--- config.mk ---
export PLATFORM = sky130hd
export DESIGN_NAME = btbx_core
export DESIGN_NICKNAME = d
export VERILOG_FILES = /design/src/btbx_pkg.sv /design/src/btbx_phase.sv /design/src/btbx_core.sv
export VERILOG_INCLUDE_DIRS = /design/src /design/src/src
export SDC_FILE = /design/constraint.sdc
export NUM_CORES = 1
export LEC_CHECK = 0
export ABC_AREA = 1
export BUFFER_PORTS_ARGS = -buffer_cell sky130_fd_sc_hd__buf_2
export CORE_MARGIN = 5
export CORE_UTILIZATION = 56
export DETAILED_ROUTE_END_ITERATION = 8
export GPL_TIMING_DRIVEN = 1
export PLACE_DENSITY_LB_ADDON = 0.12
export SYNTH_ARGS = -nofsm -noshare
export SYNTH_HDL_FRONTEND = slang
export SYNTH_SLANG_ARGS = --single-unit
--- constraint.sdc ---
create_clock -name CLK -period 2.15 [get_ports CLK]
set_input_delay 0.215 -clock CLK [delete_from_list [all_inputs] [get_ports CLK]]
set_output_delay 0.215 -clock CLK [all_outputs]
set_load 0.05 [all_outputs]
--- src/btbx_regs.svh ---
// Constants for the bit test, toggle and overflow branch executor
`ifndef BTBX_REGS_SVH
`define BTBX_REGS_SVH
// ----------------------------------------
// Encodings
// ----------------------------------------
`define BTBX_OP_SKIPSET 4'hA
`define BTBX_OP_TOGGLE 4'h7
`define BTBX_OP_BRANCH 8'hE4
`define BTBX_IDX_LIMIT 8'h5F
`define BTBX_ACC_SPLIT 8'h60
`define BTBX_ACC_HI_BANK 4'hF
`define BTBX_PHASES 2'h3
`define BTBX_PC_STEP 21'h000002
`endif

--- src/btbx_pkg.sv ---
// Types for the bit test, toggle and overflow branch executor
package btbx_pkg;
	typedef enum logic [1:0] {
		BTBX_ST_EXEC = 2'b00,
		BTBX_ST_IDLE1 = 2'b01,
		BTBX_ST_IDLE2 = 2'b10
	} btbx_state_t;
endpackage

--- src/btbx_phase.sv ---
// Four phase generator of the instruction cycle
`timescale 1ns/1ns
`include "btbx_regs.svh"
module btbx_phase (
	// Clock and reset
	input wire logic clk,
	input wire logic rst,
	// Phase
	output logic [1:0] phase,
	output logic last
);
	always_ff @(posedge clk or posedge rst) begin
		if (rst) begin
			phase <= 2'h0;
		end else begin
			phase <= phase + 2'h1;
		end
	end
	assign last = (phase == `BTBX_PHASES);
endmodule

--- src/btbx_core.sv ---
// Executes skip-if-set, bit invert and branch-on-overflow instructions
`timescale 1ns/1ns
`include "btbx_regs.svh"
module btbx_core
	import btbx_pkg::*;
(
	// Clock and reset
	input wire logic CLK,
	input wire logic SYS_RST,
	// Instruction stream
	input wire logic [15:0] INSTR,
	input wire logic INSTR_VALID,
	input wire logic NEXT_TWO_WORD,
	input wire logic EXT_SET_EN,
	input wire logic [7:0] BANK_SELECT_REG,
	input wire logic [11:0] FSR2_BASE,
	input wire logic OVERFLOW,
	input wire logic [20:0] PC_IN,
	// Data memory
	output logic [11:0] DM_ADDR,
	input wire logic [7:0] DM_RDATA,
	output logic [7:0] DM_WDATA,
	output logic DM_WE,
	// Program counter and status
	output logic [20:0] PC_OUT,
	output logic PC_WE,
	output logic CYCLE_END,
	output logic BUSY,
	output logic [1:0] PHASE
);
	// ----------------------------------------
	// Phase counter
	// ----------------------------------------
	logic [1:0] phase;
	logic last;
	btbx_phase u_phase (
		.clk(CLK),
		.rst(SYS_RST),
		.phase(phase),
		.last(last)
	);
	assign PHASE = phase;
	assign CYCLE_END = last;

	// ----------------------------------------
	// Decode
	// ----------------------------------------
	btbx_state_t state_reg;
	logic is_skip, is_tog, is_bra, exec;
	logic [2:0] bit_idx;
	logic acc;
	logic [7:0] faddr;
	logic [11:0] eff_addr;
	logic [20:0] target;
	assign exec = INSTR_VALID && (state_reg == BTBX_ST_EXEC);
	assign is_skip = exec && (INSTR[15:12] == `BTBX_OP_SKIPSET);
	assign is_tog = exec && (INSTR[15:12] == `BTBX_OP_TOGGLE);
	assign is_bra = exec && (INSTR[15:8] == `BTBX_OP_BRANCH);
	assign bit_idx = INSTR[11:9];
	assign acc = INSTR[8];
	assign faddr = INSTR[7:0];

	always_comb begin
		if (acc) begin
			eff_addr = {BANK_SELECT_REG[3:0], faddr};
		end else if (EXT_SET_EN && faddr <= `BTBX_IDX_LIMIT) begin
			eff_addr = FSR2_BASE + {4'h0, faddr};
		end else if (faddr < `BTBX_ACC_SPLIT) begin
			eff_addr = {4'h0, faddr};
		end else begin
			eff_addr = {`BTBX_ACC_HI_BANK, faddr};
		end
	end

	assign target = PC_IN + `BTBX_PC_STEP + {{12{INSTR[7]}}, INSTR[7:0], 1'b0};

	// ----------------------------------------
	// Data memory access
	// ----------------------------------------
	logic [7:0] data_reg;
	assign DM_ADDR = eff_addr;
	always_ff @(posedge CLK or posedge SYS_RST) begin
		if (SYS_RST) begin
			data_reg <= 8'h00;
		end else if (phase == 2'h1 && exec) begin
			data_reg <= DM_RDATA;
		end else if (phase == 2'h2 && is_tog) begin
			data_reg <= data_reg ^ (8'h01 << bit_idx);
		end
	end
	// Write lands in Q4 of the same cycle, so the toggle never stretches
	always_ff @(posedge CLK or posedge SYS_RST) begin
		if (SYS_RST) begin
			DM_WE <= 1'b0;
			DM_WDATA <= 8'h00;
		end else begin
			DM_WE <= (phase == 2'h2) && is_tog;
			DM_WDATA <= data_reg ^ (8'h01 << bit_idx);
		end
	end

	// ----------------------------------------
	// Program counter write
	// ----------------------------------------
	always_ff @(posedge CLK or posedge SYS_RST) begin
		if (SYS_RST) begin
			PC_WE <= 1'b0;
			PC_OUT <= 21'h000000;
		end else begin
			PC_WE <= (phase == 2'h2) && is_bra && OVERFLOW;
			PC_OUT <= target;
		end
	end

	// ----------------------------------------
	// Flush sequencer
	// ----------------------------------------
	logic skip_hit;
	assign skip_hit = is_skip && data_reg[bit_idx];
	always_ff @(posedge CLK or posedge SYS_RST) begin
		if (SYS_RST) begin
			state_reg <= BTBX_ST_EXEC;
		end else if (last) begin
			case (state_reg)
				BTBX_ST_EXEC: begin
					if (skip_hit && NEXT_TWO_WORD) begin
						state_reg <= BTBX_ST_IDLE2;
					end else if (skip_hit || (is_bra && OVERFLOW)) begin
						state_reg <= BTBX_ST_IDLE1;
					end
				end
				BTBX_ST_IDLE2: state_reg <= BTBX_ST_IDLE1;
				default: state_reg <= BTBX_ST_EXEC;
			endcase
		end
	end
	assign BUSY = (state_reg != BTBX_ST_EXEC);

	// ----------------------------------------
	// Checks
	// ----------------------------------------
	property p_tog_write;
		@(posedge CLK) disable iff (SYS_RST)
		(phase == 2'h2 && is_tog) |=> DM_WE && DM_WDATA == ($past(DM_RDATA, 2) ^ (8'h01 << bit_idx));
	endproperty
	a_tog_write: assert property (p_tog_write) else $error("toggle write wrong");
	property p_tog_q4;
		@(posedge CLK) disable iff (SYS_RST) DM_WE |-> phase == 2'h3;
	endproperty
	a_tog_q4: assert property (p_tog_q4) else $error("write not in Q4");
	property p_bra_pc;
		@(posedge CLK) disable iff (SYS_RST)
		(phase == 2'h2 && is_bra && OVERFLOW) |=> PC_WE && PC_OUT == $past(target);
	endproperty
	a_bra_pc: assert property (p_bra_pc) else $error("branch target wrong");
	property p_bra_idle;
		@(posedge CLK) disable iff (SYS_RST)
		(last && is_bra && OVERFLOW) |=> BUSY [*4] ##1 !BUSY;
	endproperty
	a_bra_idle: assert property (p_bra_idle) else $error("branch idle wrong");
	property p_nobra;
		@(posedge CLK) disable iff (SYS_RST)
		(is_bra && !OVERFLOW) |-> !PC_WE ##1 !PC_WE;
	endproperty
	a_nobra: assert property (p_nobra) else $error("untaken branch wrote PC");
	property p_skip1;
		@(posedge CLK) disable iff (SYS_RST)
		(last && skip_hit && !NEXT_TWO_WORD) |=> BUSY [*4] ##1 !BUSY;
	endproperty
	a_skip1: assert property (p_skip1) else $error("skip length wrong");
	property p_skip2;
		@(posedge CLK) disable iff (SYS_RST)
		(last && skip_hit && NEXT_TWO_WORD) |=> BUSY [*8] ##1 !BUSY;
	endproperty
	a_skip2: assert property (p_skip2) else $error("two-word skip wrong");
	property p_busy_quiet;
		@(posedge CLK) disable iff (SYS_RST) BUSY |-> !DM_WE && !(phase == 2'h2 && exec);
	endproperty
	a_busy_quiet: assert property (p_busy_quiet) else $error("idle cycle active");
	property p_bank;
		@(posedge CLK) disable iff (SYS_RST)
		acc |-> DM_ADDR == {BANK_SELECT_REG[3:0], faddr};
	endproperty
	a_bank: assert property (p_bank) else $error("bank select wrong");
	property p_idx;
		@(posedge CLK) disable iff (SYS_RST)
		(!acc && EXT_SET_EN && faddr <= 8'h5F) |-> DM_ADDR == FSR2_BASE + {4'h0, faddr};
	endproperty
	a_idx: assert property (p_idx) else $error("indexed address wrong");
	// A stretched strobe would write the same location twice
	property p_we_pulse;
		@(posedge CLK) disable iff (SYS_RST) DM_WE |=> !DM_WE;
	endproperty
	a_we_pulse: assert property (p_we_pulse) else $error("write strobe too long");
	property p_pc_pulse;
		@(posedge CLK) disable iff (SYS_RST) PC_WE |=> !PC_WE;
	endproperty
	a_pc_pulse: assert property (p_pc_pulse) else $error("PC strobe too long");
	// Flushed cycles must leave the program counter alone as well
	property p_busy_no_pc;
		@(posedge CLK) disable iff (SYS_RST) BUSY |-> !PC_WE;
	endproperty
	a_busy_no_pc: assert property (p_busy_no_pc) else $error("PC written while flushing");
	// A clear bit must not cost an extra cycle
	property p_skip_miss;
		@(posedge CLK) disable iff (SYS_RST)
		(last && is_skip && !data_reg[bit_idx]) |=> !BUSY;
	endproperty
	a_skip_miss: assert property (p_skip_miss) else $error("skip taken on clear bit");
	property p_tog_no_pc;
		@(posedge CLK) disable iff (SYS_RST)
		(phase == 2'h2 && is_tog) |=> !PC_WE;
	endproperty
	a_tog_no_pc: assert property (p_tog_no_pc) else $error("toggle touched PC");

	// ----------------------------------------
	// Coverage
	// ----------------------------------------
	c_tog: cover property (@(posedge CLK) DM_WE);
	c_bra: cover property (@(posedge CLK) PC_WE);
	c_skip2: cover property (@(posedge CLK) last && skip_hit && NEXT_TWO_WORD);
	c_skip1: cover property (@(posedge CLK) last && skip_hit && !NEXT_TWO_WORD);
	c_idx: cover property (@(posedge CLK) exec && !acc && EXT_SET_EN && faddr <= 8'h5F);
endmodule

# Word-level counts from Yosys, hierarchy flattened

Cells that the tools add are included.

Register bits after elaboration: 43
Bits in latches: 0
Bits in writable memories: 0
ROM bits: 0
Bits of input ports: 71
Word-level logic and storage cells: 51
Memories: 0

Add/subtract/negate cells: 4
$mul: 0
Divide/modulo/power cells: 0
$lt $le $gt $ge: 3
Equal/unequal tests: 8
Shift-type cells: 1
Muxes and demuxes: 10
Bitwise logic cells: 1
Reduce and logical (&&, ||, !) cells: 17

Operator list:

| operator                | number |
|---|---|
| $mux W12                | 3 |
| $add A21 B2 Y21 const B | 1 |
| $add A21 B21 Y21        | 1 |
| $mux W8                 | 2 |
| $add A12 B8 Y12         | 1 |
| $logic_and A1 B1 Y1     | 12 |
| $eq A8 B8 Y1 const B    | 1 |
| $le A8 B7 Y1 const B    | 1 |
| $lt A8 B7 Y1 const B    | 1 |
| $shl A1 B3 Y8 const A   | 1 |
| $xor A8 B8 Y8           | 1 |
| $eq A2 B2 Y1 const B    | 3 |
| $eq A4 B3 Y1 const B    | 1 |
| $eq A4 B4 Y1 const B    | 1 |
| $lt A3 B4 Y1 const B    | 1 |
| $mux W2                 | 2 |
| $pmux W2 S2             | 1 |
| $reduce_bool A2 Y1      | 2 |
| $bmux W1 S3             | 1 |
| $ne A3 B1 Y1 const B    | 1 |
| $add A2 B1 Y2 const B   | 1 |
| $eq A2 B1 Y1 const B    | 1 |
| $logic_not A2 Y1        | 1 |
| $reduce_and A2 Y1       | 1 |
| 2 further kinds         | 2 |

# Depth between registers and ports, before layout

Depth in word-level cells: 8
Gate-level depth with buffers: 14
Depth with buffers taken out: 14

# Hierarchy

Synthesis repeated with hierarchy kept, for this count alone.

Cells, all modules: 464
Area total of the unflattened synthesis: 3504.6 um2

Modules (own cells, without submodules):

| module     | times used | cells an instance | area each (um2) | seq. area each (um2) |
|---|---|---|---|---|
| btbx_core  | 1          | 459               | 3434.5          | 1026.0 |
| btbx_phase | 1          | 5                 | 70.1            | 50.0 |

# Worst setup path before layout

Ideal clock, no wire load.

Path kind: input to output
From: in INSTR[0]
To: out DM_ADDR[8]
Data arrival time: 2.045 ns
Slack: -0.110 ns
Stages on the path: 8
Buffers on the path: 0
Path through: ha_1 -> inv_1 -> fa_1 -> o21bai_1 -> nand2_1 -> nand3b_1 -> nand3_1 -> a21oi_1

Longest elaborated chain between the ends: 4
Elaborated cells between the ends (all ways): 7

Ends and longest elaborated chain:

| item                                                   | line            | source |
|---|---|---|
| from (decl)                                            | btbx_core.sv:11 | `input wire logic [15:0] INSTR,` |
| $lt A8 B7 Y1 (no line) or $le A8 B7 Y1 (tied branches) | -               |  |
| $mux W12 or $logic_and A1 B1 Y1 (tied branches)        | -               |  |
| $mux W12 *                                             | btbx_core.sv:66 | `` end else if (EXT_SET_EN && faddr <= `BTBX_IDX_LIMIT) begin `` |
| $mux W12 *                                             | btbx_core.sv:64 | `if (acc) begin` |
| to (decl)                                              | btbx_core.sv:20 | `output logic [11:0] DM_ADDR,` |

Mark *: on every way between the ends. The rest lies on a longest branch, timed or not.

# Final worst setup path

Same ends and word-level chain as after synthesis.

==> impl_metrics.tcl <==
set metrics [dict create \
    grt_pass1_vias 3734 \
    cts_tree "done" \
    clock_latency_ns 0.28 \
    intPower_mw 1.984 \
    place_ws_ns -0.01953 \
    synth_edf_count 0 \
    drt-wirelength-per-cell_um 13.12 \
    finClkSkew_ns 0.007244 \
    power_mw 3.866 \
    drt_iter0_drc 135 \
    finalWorstSetupSlack_ns 0.1788 \
    drcViolationCount 0 \
    synth_top_cell_area_share_pct 29.50 \
    clock_path_buffers 2 \
    setup_tns_ns 0 \
    p_leak_nw 2.567 \
    drive_gt1_share_pct 23.95 \
    cts_made_buffers 5 \
    outcome "finished clean" \
    wl_mm 9.116 \
    ys_ff_latch 43 \
    crit_type "in2out" \
    synthesis.nets 614 \
    dpl_cell_area_mm2 0.004343 \
    io-pin-count 118 \
    largest_reg_flops 21 \
    syn_inst 493 \
    io_buffer_count 113 \
    drtAntennaViolNets 0 \
    reg2reg_slack_ns 0.62 \
    grt_overflow 0 \
    dieArea_mm2 0.008226 \
    pwr-share-comb_pct 53.7 \
    syn_area_mm2 0.003647 \
    finalCritPeriodShare_pct 91.69 \
    cp-start-kind "primary input" \
    syn_to_final_growth_pct 22.26 \
    dr.pass1.iters 5 \
    die-width_um 90.70 \
    initial_core_util_pct 57.44 \
    powerDensity_mw_per_mm2 867.0 \
    hold_class "in2async" \
    synth_ff_type "dfrtp_1" \
    rsz0062_at_grt "false" \
    switching_share_pct 48.68 \
    place_hpwl_mm 7.576 \
    holdWs_ns 0.02239 \
    relSlewSlack_pct 34.61 \
    ys_types 35 \
    layout.nets 739 \
    yosys.area.top_type "dfrtp_1" \
    cap_violations 0 \
    worst_pin_slew_ns 0.9748 \
    fin_util_pct 70.23 \
    synth.area.top_cells "dfrtp_1, ha_1, nand2_1" \
    p_seq_share_pct 30.6 \
    clkTransAtPathRegs_ns 0.08 \
    synth-warning-count 0 \
    die_y_um 90.70 \
    finalNonFillerCells 695 \
    finalSetupViolations 0 \
    core_mm2 0.006350 \
    ys_seq_area_share_pct 29.50 \
    diodes 0 \
    place_inst 688 \
    timing.final.max_slew_violations 0 \
    cts_max_level 2 \
    clkPwrFrac_pct 15.7 \
    gp_congestion 0.9026 \
    final-hold-violation-count 0 \
    crit_fanout 3 \
    grt_max_degree 29 \
    cp-end-kind "output port" \
    grt_pass1_wl_mm 15.86 \
    fmax_ghz 0.5073 \
    arrival_ns 1.76 \
    p_sw_mw 1.882 \
    syn_area_per_cell_um2 7.398 \
    rows 29 \
    post_cts_buffers 0 \
    critPathRequiredTime_ns 1.93 \
    routed_via_density 5.263 \
    vias 3658 \
    period_minus_slack_ns 1.971 \
    fin_area_mm2 0.004459 \
    peakVddDrop_mv 0.9882 \
    track_usage_pct 22.38 \
    antenna_found_initial 0 \
    cts_hold_buffers 0 \
    synth-async-reset-ratio_pct 100.0 \
    cts_root_buffer "clkbuf_8" \
    clock_sink_count 43 \
]
cells by family after synthesis:
group           count (synthesis)  synth area share (%)
compound gates                 63                 9.708
xor+xnor                       27                 6.484
fa+ha+maj                      50                 17.56
buf+inv                        68                 7.616
flops                          43                 29.50
mux                             4                 1.201
simple gates                  238                 27.92
worst paths after layout:
kind | cells after the start | end | from
min in group CLK | 1 | PC_OUT[0]$_DFF_PP0_ | PC_IN[0]
worst max register to register | 7 | data_reg[4]$_DFFE_PP0P_ | state_reg[1]$_DFFE_PP0P_
worst max-delay path | 10 | DM_ADDR[8] | INSTR[0]
max in group asynchronous | 3 | PC_OUT[13]$_DFF_PP0_ | SYS_RST
worst min register to register | 1 | u_phase.phase[0]$_DFF_PP0_ | u_phase.phase[0]$_DFF_PP0_
worst min-delay path | 2 | PC_OUT[0]$_DFF_PP0_ | SYS_RST
what timing repair did:
item | CTS | global route
hold endpoints to repair | 0 | 0
endpoints found under the setup margin | 2 | 4
gates resized for setup | 2 | 4
metal layers:
| layer | global-route usage [%] | routed length, um | up-vias |
|---|---|---|---|
| met4 | 6.452 | 161 | 0 |
| met3 | 4.500 | 698 | 18 |
| met1 | 28.56 | 3921 | 1638 |
| met5 | 0 | 0 | - |
| met2 | 38.08 | 4335 | 151 |
| li1 | - | - | 1851 |
cells in the final DEF, fill, tap and decap left out, types with 6 or more instances in the layout:
| cell type | netlist | routed |
|---|---|---|
| a21o_1 | 6 | 6 |
| a21oi_1 | 27 | 26 |
| buf_2 | 0 | 110 |
| buf_4 | 2 | 11 |
| dfrtp_1 | 43 | 43 |
| ha_1 | 48 | 48 |
| inv_1 | 61 | 60 |
| nand2_1 | 134 | 134 |
| nand3_1 | 34 | 34 |
| nand4_1 | 6 | 6 |
| nor2_1 | 44 | 44 |
| o21ai_0 | 15 | 15 |
| xnor2_1 | 6 | 6 |
| xor2_1 | 21 | 21 |
critical path, stage by stage:
cell	delay [ns]
buf_2	0.09
ha_1	0.18
inv_1	0.06
fa_2	0.37
o21bai_2	0.20
nand2_1	0.10
nand3b_1	0.09
nand3_1	0.10
a21oi_2	0.13
buf_4	0.20
synth_stat cells (all sizes together), types with 3 or more instances:
master	number
mux2	3
a21oi	27
buf	4
xnor2	6
xor2	21
nand3	36
nor2	49
dfrtp	43
o21ai	17
a21boi	4
nand3b	4
a21o	6
nand2	138
o22ai	5
inv	64
nand4	6
ha	48
power groups by stage:
stage / clock network (mW) / logic (mW) / registers, mW
after global placement: 0 / 2.02 / 1.19
final: 0.606 / 2.08 / 1.18
after global routing: 0.648 / 2.26 / 1.21
after CTS: 0.618 / 2.08 / 1.18
after detailed placement: 0 / 2.06 / 1.20
after floorplan: 0 / 0.943 / 1.80
cell type report:
| type | instances | area [um2] |
|---|---|---|
| multi-input cells | 382 | 2303 |
| inverters | 64 | 240.2 |
| well taps | 77 | 96.34 |
| fillers | 547 | 1891 |
| clock buffers | 6 | 72.57 |
| flip-flops and latches | 43 | 1076 |
| repair buffers | 122 | 640.6 |
| clock inverters | 1 | 30.03 |
No activity file was read; power rests on OpenSTA's default activity.
